## src/shared/isel_defines.svh

```systemverilog
`ifndef ISEL_DEFINES_SVH
`define ISEL_DEFINES_SVH
`define ISEL_ADDR_EXTRA   8'ha7
`define ISEL_ADDR_PRIMARY 8'ha8
`define ISEL_RST_EXTRA    8'h00
`define ISEL_RST_PRIMARY  8'h00
`define ISEL_RD_IDLE      8'h00
`define ISEL_IEA_WMASK    8'hf3
`define ISEL_IE_GLOBAL    7
`define ISEL_IE_TRACE     6
`define ISEL_IE_T2        5
`define ISEL_IE_SER0      4
`define ISEL_IE_T1        3
`define ISEL_IE_EXT1      2
`define ISEL_IE_T0        1
`define ISEL_IE_EXT0      0
`define ISEL_IEA_ADC      7
`define ISEL_IEA_SPI      6
`define ISEL_IEA_PCA      5
`define ISEL_IEA_SER1     4
`define ISEL_IEA_I2C      1
`define ISEL_IEA_USB      0
`define ISEL_NSRC         12
`define ISEL_SRC_EXT0     0
`define ISEL_SRC_T0       1
`define ISEL_SRC_EXT1     2
`define ISEL_SRC_T1       3
`define ISEL_SRC_SER0     4
`define ISEL_SRC_T2       5
`define ISEL_SRC_SPI      6
`define ISEL_SRC_USB      7
`define ISEL_SRC_I2C      8
`define ISEL_SRC_ADC      9
`define ISEL_SRC_PCA      10
`define ISEL_SRC_SER1     11
`define ISEL_NFLG         12
`define ISEL_FLG_EXT0     0
`define ISEL_FLG_EXT1     1
`define ISEL_FLG_TF0      2
`define ISEL_FLG_TF1      3
`define ISEL_FLG_TF2      4
`define ISEL_FLG_EXF2     5
`define ISEL_FLG_I2C      6
`define ISEL_FLG_ADC      7
`define ISEL_FLG_USB_GLB  8
`define ISEL_FLG_USB_IN   9
`define ISEL_FLG_USB_OUT  10
`define ISEL_FLG_USB_NAK  11
`define ISEL_NPIN         3
`define ISEL_PIN_EXT0     0
`define ISEL_PIN_EXT1     1
`define ISEL_PIN_T2X      2
`define ISEL_PIN_IDLE     1'b1
`define ISEL_USB_EP       10
`define ISEL_PCA_NFLG     8
`define ISEL_SPI_NFLG     4
`define ISEL_I2C_NEVT     4
`define ISEL_USB_NGLB     4
`endif

```

## src/shared/isel_pkg.sv

```systemverilog
`include "isel_defines.svh"
package isel_pkg;
	typedef logic [7:0] isel_byte_t;
	typedef logic [`ISEL_NSRC-1:0] isel_src_t;
	typedef struct packed {
		isel_byte_t primary;
		isel_byte_t extra;
		isel_byte_t rdata;
		isel_src_t  req;
	} isel_state_s;
endpackage

```

## src/hw/isel_sync_fall.sv

```systemverilog
`timescale 1ns/1ns
`include "isel_defines.svh"
module isel_sync_fall #(
	parameter int W = 1
) (
	input  wire logic         clk_sys,
	input  wire logic         rst,
	input  wire logic [W-1:0] pin,
	output logic      [W-1:0] level,
	output logic      [W-1:0] fall
);
	typedef struct packed {
		logic [W-1:0] s1;
		logic [W-1:0] s2;
		logic [W-1:0] s3;
		logic [W-1:0] fall;
	} isel_sync_s;
	isel_sync_s st_q;
	isel_sync_s st_d;
	always_comb begin
		st_d = st_q;
		st_d.s1 = pin;
		st_d.s2 = st_q.s1;
		st_d.s3 = st_q.s2;
		st_d.fall = st_q.s3 & ~st_q.s2;
	end
	// Idle-high reset keeps release from faking a falling edge.
	always_ff @(posedge clk_sys or posedge rst) begin
		if (rst) begin
			st_q <= {{(3*W){`ISEL_PIN_IDLE}}, {W{1'b0}}};
		end else begin
			st_q <= st_d;
		end
	end
	assign level = st_q.s2;
	assign fall = st_q.fall;
endmodule

```

## src/hw/isel_flags.sv

```systemverilog
`timescale 1ns/1ns
module isel_flags #(
	parameter int W = 1
) (
	input  wire logic         clk_sys,
	input  wire logic         rst,
	input  wire logic [W-1:0] set,
	input  wire logic [W-1:0] clr,
	output logic      [W-1:0] flag_q
);
	typedef struct packed {
		logic [W-1:0] flag;
	} isel_flags_s;
	isel_flags_s st_q;
	isel_flags_s st_d;
	// Set is applied last so a coinciding event survives the clear.
	always_comb begin
		st_d = st_q;
		st_d.flag = set | (st_q.flag & ~clr);
	end
	always_ff @(posedge clk_sys or posedge rst) begin
		if (rst) begin
			st_q <= '0;
		end else begin
			st_q <= st_d;
		end
	end
	assign flag_q = st_q.flag;
endmodule

```

## src/hw/isel_top.sv

```systemverilog
// Operation
// - External inputs select edge or level separately.
// - Edge mode: falling edge sets, service clears.
// - Level mode: low requests, service never clears.
// - Timer overflows set flags, not timer0 mode3.
// - Timer2 request ORs two software-cleared flags.
// - Trigger pin fall and overflow set timer2.
// - Each serial port ORs receive and transmit.
// - Peripheral port ORs its four status flags.
// - Two-wire events set one request flag.
// - Conversion end sets flag, software clears it.
// - Counter array ORs six matches, two overflows.
// - Bus reset, suspend, resume, packet end set.
// - Any empty endpoint transmit buffer sets flag.
// - Any full endpoint receive buffer sets flag.
// - Unready endpoint on inbound request sets flag.
// - Primary enable register resets zero, bits mapped.
// - Global enable zero blocks every request.
// - Extra enable register resets zero, bits mapped.
// - Requests are never remembered between polls.
`timescale 1ns/1ns
`include "isel_defines.svh"
module isel_top #(
	parameter int USB_EP = `ISEL_USB_EP
) (
	input  wire logic                       clk_sys,
	input  wire logic                       rst,
	input  wire logic [7:0]                 sfr_addr,
	input  wire logic                       sfr_wr,
	input  wire logic [7:0]                 sfr_wdata,
	input  wire logic                       sfr_rd,
	output logic      [7:0]                 sfr_rdata,
	input  wire logic                       ext_irq_pin_0,
	input  wire logic                       ext_irq_pin_1,
	input  wire logic                       timer2_trigger_pin,
	input  wire logic                       ext0_trigger_type,
	input  wire logic                       ext1_trigger_type,
	input  wire logic                       timer0_overflow,
	input  wire logic                       timer0_mode3,
	input  wire logic                       timer1_overflow,
	input  wire logic                       timer2_overflow,
	input  wire logic                       serial0_rx_flag,
	input  wire logic                       serial0_tx_flag,
	input  wire logic                       serial1_rx_flag,
	input  wire logic                       serial1_tx_flag,
	input  wire logic [`ISEL_SPI_NFLG-1:0]  spi_flags,
	input  wire logic [`ISEL_I2C_NEVT-1:0]  twowire_events,
	input  wire logic                       conversion_done,
	input  wire logic [`ISEL_PCA_NFLG-1:0]  pca_flags,
	input  wire logic [`ISEL_USB_NGLB-1:0]  usb_global_events,
	input  wire logic [USB_EP-1:0]          usb_in_empty,
	input  wire logic [USB_EP-1:0]          usb_out_full,
	input  wire logic [USB_EP-1:0]          usb_in_nak,
	input  wire logic [`ISEL_NSRC-1:0]      svc_enter,
	input  wire logic [`ISEL_NFLG-1:0]      flag_sw_clr,
	output logic      [`ISEL_NFLG-1:0]      flag_q,
	output logic      [`ISEL_NSRC-1:0]      irq_req,
	output logic      [7:0]                 primary_irq_enable,
	output logic      [7:0]                 extra_irq_enable
);
	isel_pkg::isel_state_s st_q;
	isel_pkg::isel_state_s st_d;

	logic [`ISEL_NPIN-1:0] pin_raw;
	logic [`ISEL_NPIN-1:0] pin_level;
	logic [`ISEL_NPIN-1:0] pin_fall;
	logic [`ISEL_NFLG-1:0] flag_set;
	logic [`ISEL_NFLG-1:0] flag_clr;
	logic [`ISEL_NFLG-1:0] flag_hw_clr;
	logic [`ISEL_NSRC-1:0] src_active;
	logic [`ISEL_NSRC-1:0] src_enable;

	logic ext0_low;
	logic ext1_low;
	logic ext0_edge_set;
	logic ext1_edge_set;
	logic ext0_level_set;
	logic ext1_level_set;
	logic ext0_level_clr;
	logic ext1_level_clr;
	logic ext0_svc_clr;
	logic ext1_svc_clr;
	logic tf0_set;
	logic tf1_set;
	logic tf2_set;
	logic exf2_set;
	logic i2c_set;
	logic adc_set;
	logic usb_glb_set;
	logic usb_in_set;
	logic usb_out_set;
	logic usb_nak_set;
	logic ser0_any;
	logic ser1_any;
	logic t2_any;
	logic spi_any;
	logic pca_any;
	logic usb_any;
	logic wr_primary;
	logic wr_extra;

	// One place decodes an SFR address, so a write and a read of a
	// register can never disagree about where it lives.
	function automatic logic addr_hit(
		input logic [7:0] addr,
		input logic [7:0] target
	);
		return addr == target;
	endfunction

	// Byte read for one SFR address; unmapped addresses answer zero.
	function automatic logic [7:0] reg_read(
		input logic [7:0] addr,
		input logic [7:0] primary,
		input logic [7:0] extra
	);
		logic [7:0] val;
		val = `ISEL_RD_IDLE;
		if (addr_hit(addr, `ISEL_ADDR_PRIMARY)) begin
			val = primary;
		end else if (addr_hit(addr, `ISEL_ADDR_EXTRA)) begin
			val = extra & `ISEL_IEA_WMASK;
		end
		return val;
	endfunction

	// Maps each source to its own enable bit in the two registers.
	function automatic logic [`ISEL_NSRC-1:0] enable_map(
		input logic [7:0] primary,
		input logic [7:0] extra
	);
		logic [`ISEL_NSRC-1:0] en;
		en = '0;
		en[`ISEL_SRC_EXT0] = primary[`ISEL_IE_EXT0];
		en[`ISEL_SRC_T0] = primary[`ISEL_IE_T0];
		en[`ISEL_SRC_EXT1] = primary[`ISEL_IE_EXT1];
		en[`ISEL_SRC_T1] = primary[`ISEL_IE_T1];
		en[`ISEL_SRC_SER0] = primary[`ISEL_IE_SER0];
		en[`ISEL_SRC_T2] = primary[`ISEL_IE_T2];
		en[`ISEL_SRC_SPI] = extra[`ISEL_IEA_SPI];
		en[`ISEL_SRC_USB] = extra[`ISEL_IEA_USB];
		en[`ISEL_SRC_I2C] = extra[`ISEL_IEA_I2C];
		en[`ISEL_SRC_ADC] = extra[`ISEL_IEA_ADC];
		en[`ISEL_SRC_PCA] = extra[`ISEL_IEA_PCA];
		en[`ISEL_SRC_SER1] = extra[`ISEL_IEA_SER1];
		return en;
	endfunction

	// Flag terms of one external input: edge set, level set, level
	// clear and service clear. Level mode follows the pin, so a
	// service entry never drops a request that is still low.
	function automatic logic [3:0] ext_terms(
		input logic edge_mode,
		input logic fall,
		input logic low,
		input logic svc
	);
		logic [3:0] t;
		if (edge_mode) begin
			t = {fall, 1'b0, 1'b0, svc};
		end else begin
			t = {1'b0, low, ~low, 1'b0};
		end
		return t;
	endfunction

	// Gated request vector. It is rebuilt from live flags each cycle,
	// so nothing refused by an enable is kept for a later poll.
	function automatic logic [`ISEL_NSRC-1:0] gate_req(
		input logic [`ISEL_NSRC-1:0] active,
		input logic [`ISEL_NSRC-1:0] enable,
		input logic                  global_en
	);
		logic [`ISEL_NSRC-1:0] r;
		if (global_en) begin
			r = active & enable;
		end else begin
			r = '0;
		end
		return r;
	endfunction

	always_comb begin
		pin_raw = '0;
		pin_raw[`ISEL_PIN_EXT0] = ext_irq_pin_0;
		pin_raw[`ISEL_PIN_EXT1] = ext_irq_pin_1;
		pin_raw[`ISEL_PIN_T2X] = timer2_trigger_pin;
	end

	// Pins are asynchronous, so they are synchronised before any use.
	isel_sync_fall #(
		.W(`ISEL_NPIN)
	) u_sync (
		.clk_sys (clk_sys),
		.rst     (rst),
		.pin     (pin_raw),
		.level   (pin_level),
		.fall    (pin_fall)
	);

	// External inputs: trigger type picks edge or level handling.
	assign ext0_low = ~pin_level[`ISEL_PIN_EXT0];
	assign ext1_low = ~pin_level[`ISEL_PIN_EXT1];
	assign {ext0_edge_set, ext0_level_set, ext0_level_clr, ext0_svc_clr} =
		ext_terms(ext0_trigger_type, pin_fall[`ISEL_PIN_EXT0],
		ext0_low, svc_enter[`ISEL_SRC_EXT0]);
	assign {ext1_edge_set, ext1_level_set, ext1_level_clr, ext1_svc_clr} =
		ext_terms(ext1_trigger_type, pin_fall[`ISEL_PIN_EXT1],
		ext1_low, svc_enter[`ISEL_SRC_EXT1]);

	// Timer overflows; timer 0 in mode 3 does not raise its flag.
	// Mode 3 blocks only the set, so a flag already up still waits.
	always_comb begin
		tf0_set = timer0_overflow;
		if (timer0_mode3) begin
			tf0_set = 1'b0;
		end
		tf1_set = timer1_overflow;
		tf2_set = timer2_overflow;
		exf2_set = pin_fall[`ISEL_PIN_T2X];
	end

	// Event-set flags for the two-wire bus, converter and USB groups.
	always_comb begin
		i2c_set = |twowire_events;
		adc_set = conversion_done;
		usb_glb_set = |usb_global_events;
		usb_in_set = |usb_in_empty;
		usb_out_set = |usb_out_full;
		usb_nak_set = |usb_in_nak;
	end

	always_comb begin
		flag_set = '0;
		flag_set[`ISEL_FLG_EXT0] = ext0_edge_set | ext0_level_set;
		flag_set[`ISEL_FLG_EXT1] = ext1_edge_set | ext1_level_set;
		flag_set[`ISEL_FLG_TF0] = tf0_set;
		flag_set[`ISEL_FLG_TF1] = tf1_set;
		flag_set[`ISEL_FLG_TF2] = tf2_set;
		flag_set[`ISEL_FLG_EXF2] = exf2_set;
		flag_set[`ISEL_FLG_I2C] = i2c_set;
		flag_set[`ISEL_FLG_ADC] = adc_set;
		flag_set[`ISEL_FLG_USB_GLB] = usb_glb_set;
		flag_set[`ISEL_FLG_USB_IN] = usb_in_set;
		flag_set[`ISEL_FLG_USB_OUT] = usb_out_set;
		flag_set[`ISEL_FLG_USB_NAK] = usb_nak_set;
	end

	// Only external inputs (edge on service, level on pin release), timers 0 and 1 and the two-wire flag self-clear.
	always_comb begin
		flag_hw_clr = '0;
		flag_hw_clr[`ISEL_FLG_EXT0] = ext0_svc_clr | ext0_level_clr;
		flag_hw_clr[`ISEL_FLG_EXT1] = ext1_svc_clr | ext1_level_clr;
		flag_hw_clr[`ISEL_FLG_TF0] = svc_enter[`ISEL_SRC_T0];
		flag_hw_clr[`ISEL_FLG_TF1] = svc_enter[`ISEL_SRC_T1];
		flag_hw_clr[`ISEL_FLG_I2C] = svc_enter[`ISEL_SRC_I2C];
	end

	// Software clears reach every flag; level-mode inputs ignore them
	// while the pin is still low, because the set wins.
	assign flag_clr = flag_hw_clr | flag_sw_clr;

	isel_flags #(
		.W(`ISEL_NFLG)
	) u_flags (
		.clk_sys (clk_sys),
		.rst     (rst),
		.set     (flag_set),
		.clr     (flag_clr),
		.flag_q  (flag_q)
	);

	// Combined source flags; sub-flags stay separate for software.
	// Serial, peripheral port and counter array flags live in their
	// owning blocks, so only their OR is formed here.
	always_comb begin
		ser0_any = serial0_rx_flag | serial0_tx_flag;
		ser1_any = serial1_rx_flag | serial1_tx_flag;
		t2_any = flag_q[`ISEL_FLG_TF2]
			| flag_q[`ISEL_FLG_EXF2];
		spi_any = |spi_flags;
		pca_any = |pca_flags;
		usb_any = flag_q[`ISEL_FLG_USB_GLB] | flag_q[`ISEL_FLG_USB_IN]
			| flag_q[`ISEL_FLG_USB_OUT]
			| flag_q[`ISEL_FLG_USB_NAK];
	end

	always_comb begin
		src_active = '0;
		src_active[`ISEL_SRC_EXT0] = flag_q[`ISEL_FLG_EXT0];
		src_active[`ISEL_SRC_T0] = flag_q[`ISEL_FLG_TF0];
		src_active[`ISEL_SRC_EXT1] = flag_q[`ISEL_FLG_EXT1];
		src_active[`ISEL_SRC_T1] = flag_q[`ISEL_FLG_TF1];
		src_active[`ISEL_SRC_SER0] = ser0_any;
		src_active[`ISEL_SRC_T2] = t2_any;
		src_active[`ISEL_SRC_SPI] = spi_any;
		src_active[`ISEL_SRC_USB] = usb_any;
		src_active[`ISEL_SRC_I2C] = flag_q[`ISEL_FLG_I2C];
		src_active[`ISEL_SRC_ADC] = flag_q[`ISEL_FLG_ADC];
		src_active[`ISEL_SRC_PCA] = pca_any;
		src_active[`ISEL_SRC_SER1] = ser1_any;
	end

	assign src_enable = enable_map(st_q.primary, st_q.extra);

	assign wr_primary = sfr_wr & addr_hit(sfr_addr, `ISEL_ADDR_PRIMARY);
	assign wr_extra = sfr_wr & addr_hit(sfr_addr, `ISEL_ADDR_EXTRA);

	always_comb begin
		st_d = st_q;
		if (wr_primary) begin
			// The tracing bit is stored like any other bit.
			st_d.primary = sfr_wdata;
		end
		if (wr_extra) begin
			// Reserved bits never store, so a stray one cannot stick.
			st_d.extra = sfr_wdata & `ISEL_IEA_WMASK;
		end
		st_d.rdata = `ISEL_RD_IDLE;
		if (sfr_rd) begin
			st_d.rdata = reg_read(sfr_addr, st_q.primary, st_q.extra);
		end
		// Rebuilt from live flags each cycle; a refused request is
		// not held, so a flag gone before the next poll is lost.
		st_d.req = gate_req(src_active, src_enable,
			st_q.primary[`ISEL_IE_GLOBAL]);
	end

	always_ff @(posedge clk_sys or posedge rst) begin
		if (rst) begin
			st_q.primary <= `ISEL_RST_PRIMARY;
			st_q.extra <= `ISEL_RST_EXTRA;
			st_q.rdata <= `ISEL_RD_IDLE;
			st_q.req <= '0;
		end else begin
			st_q <= st_d;
		end
	end

	assign sfr_rdata = st_q.rdata;
	assign irq_req = st_q.req;
	assign primary_irq_enable = st_q.primary;
	assign extra_irq_enable = st_q.extra;
endmodule

```

## config.mk

```make
export PLATFORM = sky130hd
export DESIGN_NAME = isel_top
export DESIGN_NICKNAME = d
export VERILOG_FILES = /design/src/shared/isel_pkg.sv /design/src/hw/isel_sync_fall.sv /design/src/hw/isel_flags.sv /design/src/hw/isel_top.sv
export VERILOG_INCLUDE_DIRS = /design/src /design/src/shared
export SDC_FILE = /design/constraint.sdc
export NUM_CORES = 1
export LEC_CHECK = 0
export BUFFER_PORTS_ARGS = -buffer_cell sky130_fd_sc_hd__buf_2
export CAP_MARGIN = 25
export CORE_UTILIZATION = 43
export DETAILED_ROUTE_END_ITERATION = 8
export HOLD_SLACK_MARGIN = 0.02
export PLACE_DENSITY = 0.81
export REMOVE_ABC_BUFFERS = 1
export SLEW_MARGIN = 20
export SYNTH_ARGS = -nofsm -noshare
export SYNTH_HDL_FRONTEND = slang
export SYNTH_SLANG_ARGS = --single-unit
export TNS_END_PERCENT = 20
```

## constraint.sdc

```tcl
create_clock -name clk_sys -period 3.6 [get_ports clk_sys]
set_clock_uncertainty 0.1 [all_clocks]
set_input_delay 0.36 -clock clk_sys [delete_from_list [all_inputs] [get_ports clk_sys]]
set_output_delay 0.36 -clock clk_sys [all_outputs]
set_load 0.005 [all_outputs]
```

==> impl_metrics.ini <==
[synthesis]
ys_top_cells_by_area = dfrtp_1 (56%), dfstp_2 (11%), mux2_2 (7.3%), nor4_1 (3.2%), nor2_1 (2.6%)
synth_commonest_cells = dfrtp_1 (49), nor2_1 (15), mux2_2 (14), nor4_1 (11)
synth.yosys.seq_area_share_pct = 67.38
ys_async_sr_fraction_pct = 100.0
synth.most_common_cell = dfrtp_1
syn-cell-area_um2 = 2171
synth.distinct_cells = 28
synth_edf_count = 0
synthCells = 160
synth-seq-cells = 58
synth_ff_type = dfrtp_1
yosysWarnings = 0
synth_top_area_cell = dfrtp_1
synth_top_area_share_pct = 56.48
syn_area_per_cell_um2 = 13.57

[route]
firstDrtPassIters = 5
via_per_inst = 4.754
vias = 1859
wl_per_cell_um = 13.26
drt_iter0_drc = 51
drc = 0
routed_wl_um = 5183
ant_nets = 0

[power_and_ir_drop]
p_leak_nw = 1.824
power.density_nw_per_um2 = 430.5
total_power_mw = 1.381
swShare_pct = 21.81
seqPwrFrac_pct = 50.3
ir_drop_v = 0.0002997
pwr-share-comb_pct = 8.3
p_clk_share_pct = 41.4
internal_power_mw = 1.080
switchingPower_mw = 0.3012

[placed_design]
dp_hpwl_um = 3927
io_buffers = 146
finalWeightedCongestion = 0.7522

[status]
outcome = finished clean

[finish]
fill_cells = 367
antenna_cells = 0
final_layout_size_suffix_gt1_share_pct = 59.57
final_util_pct = 67.03
final_nets = 427
synthToLayoutAreaGrowth_pct = 47.78

[global_route]
grt.busiest_layer = met2
first_global_vias = 1850
grtUsageMet3_pct = 6.906
grt_use_total_pct = 20.94
antenna_found_initial = 0
grt-ovfl-total = 0
grt.met1_usage_pct = 22.77
met2_usage_pct = 36.83
grt_max_degree = 31
grt_pass1_wl_um = 8073

[floorplan]
fp-row-count = 25
initial_utilization_pct = 45.36
die_h_um = 73.05
dieArea_um2 = 5336
ios = 156
die_w_um = 73.05
core_um2 = 4786

[setup_path]
r2r-start = primary_irq_enable[7]
crit_path_max_fanout = 15
max_stage_delay_ns = 0.68
critPathCaptureType = primary output
arrival_ns = 1.21
crit_chain = buf_2
ff2ff_setup_slack_ns = 2.45
required_ns = 3.14
r2r_end = irq_req[7]
startpoint_type = flip-flop
critPathBufInv = 1
cp_slowest_cell = dfrtp_1
r2r.worst_path.cells = 2
critical_path.top_delay_family = flip-flops
worstSetupPathType = flip-flop to primary output

[sta]
worst_pin_slew_ns = 0.6251
tns_ns = 0
maxSlewViolCount = 0
slew-limit-headroom_pct = 58.15
hold_viol = 0
max_freq_mhz = 597.9
finalSetupViolations = 0
rsz0062_at_grt = no
fin_crit_ns = 1.673
finalCritPeriodShare_pct = 46.46

[clocking]
clkSlewWorstSetupHoldPaths_ns = 0.07
postCtsSetupRepairBufs = 0
hold_buffers = 4
tritoncts = built
cts_buffers = 9
htreeDepth = 3
root_buffer = clkbuf_8
clk_latency_ns = 0.32
post_cts_resized = 0
clk_path_buf_depth = 2
clock-sinks = 58

[worst_hold_path]
worstHoldPathCells = 2
hold_end = u_flags.flag_q[2]
hold_class = primary input to flip-flop
hold_start = timer0_mode3

[run]
cap_viol_max_count = 0
layout by cell type, fill, tap and decap left out, types with 2 or more instances in the layout:
cell	n
and3_1	6
dfstp_2	9
o21ai_0	2
dfrtp_1	49
and3_2	2
mux2_2	14
a21o_1	4
nor2_1	15
nor4_1	11
conb_1	2
clkinv_2	3
dlygate4sd3_1	4
inv_1	8
nor2b_1	3
a22oi_1	6
clkbuf_8	10
a21oi_1	3
o211a_1	3
o2111ai_1	3
buf_2	146
nand2_1	7
mux2i_1	2
worst max path at each step:
| stage | cells after the start | from | end | slack [ns] |
|---|---|---|---|---|
| floorplan | 1 | rst | extra_irq_enable[0] | 1.73 |
| global placement | 4 | sfr_addr[0] | primary_irq_enable[7] | 1.77 |
| detailed placement | 4 | sfr_addr[0] | primary_irq_enable[1] | 1.73 |
| CTS | 1 | primary_irq_enable[7] | primary_irq_enable[7] | 1.91 |
| global route | 1 | primary_irq_enable[7] | primary_irq_enable[7] | 1.85 |
| finish | 1 | primary_irq_enable[7] | primary_irq_enable[7] | 1.93 |
kinds of logic after synthesis:
family,synth area share (%)
muxes,8.184
other,0.1727
and+or+nand+nor,14.01
DFF,67.38
AOI/OAI and AO/OA,7.608
buffers and inverters,2.651
flip-flops by register name, indices dropped and copies added, names as in the netlist:
| signal | flops |
|---|---|
| u_sync.fall | 3 |
| sfr_rdata | 8 |
| u_flags.flag_q | 12 |
| extra_irq_enable | 6 |
| u_sync.st_d | 3 |
| u_sync.level | 3 |
| irq_req | 12 |
| u_sync.st_q | 3 |
| primary_irq_enable | 8 |
metrics by stage:
| step | cell area [um^2] | worst slack [ns] | hold slack [ns] | std cells |
|---|---|---|---|---|
| floorplan | 2151 | 1.727 | 0.2452 | 157 |
| global placement | 2973 | 1.771 | 0.2453 | 371 |
| detailed placement | 2973 | 1.731 | 0.2478 | 371 |
| CTS | 3208 | 1.905 | 0.09430 | 391 |
| global route | 3208 | 1.851 | 0.09336 | 391 |
| finish | 3208 | 1.927 | 0.1088 | 391 |
per-layer routing:
| layer | up-vias | routed length [um] |
|---|---|---|
| met5 | - | 0 |
| met4 | 0 | 60 |
| met3 | 4 | 378 |
| met2 | 104 | 2691 |
| met1 | 870 | 2052 |
| li1 | 881 | - |
final cells by class:
cell class / instances / area, um^2 / share of cell area (%)
clock inverter: 5 / 53.80 / 1.677
timing repair buffer: 151 / 778.2 / 24.26
tap: 67 / 83.83 / 2.613
sequential: 58 / 1463 / 45.59
multi-input combinational: 90 / 654.4 / 20.40
clock buffer: 11 / 141.4 / 4.407
inverter: 9 / 33.78 / 1.053
power groups by stage:
stage	sequential, mW	combinational [mW]	clock [mW]
5_1_grt	0.698	0.128	0.623
6_report	0.695	0.115	0.571
3_5_place_dp	0.706	0.113	0
3_3_place_gp	0.706	0.109	0
4_1_cts	0.695	0.117	0.592
2_1_floorplan	0.703	0.0333	0
Power figures use the tool's default switching activity.
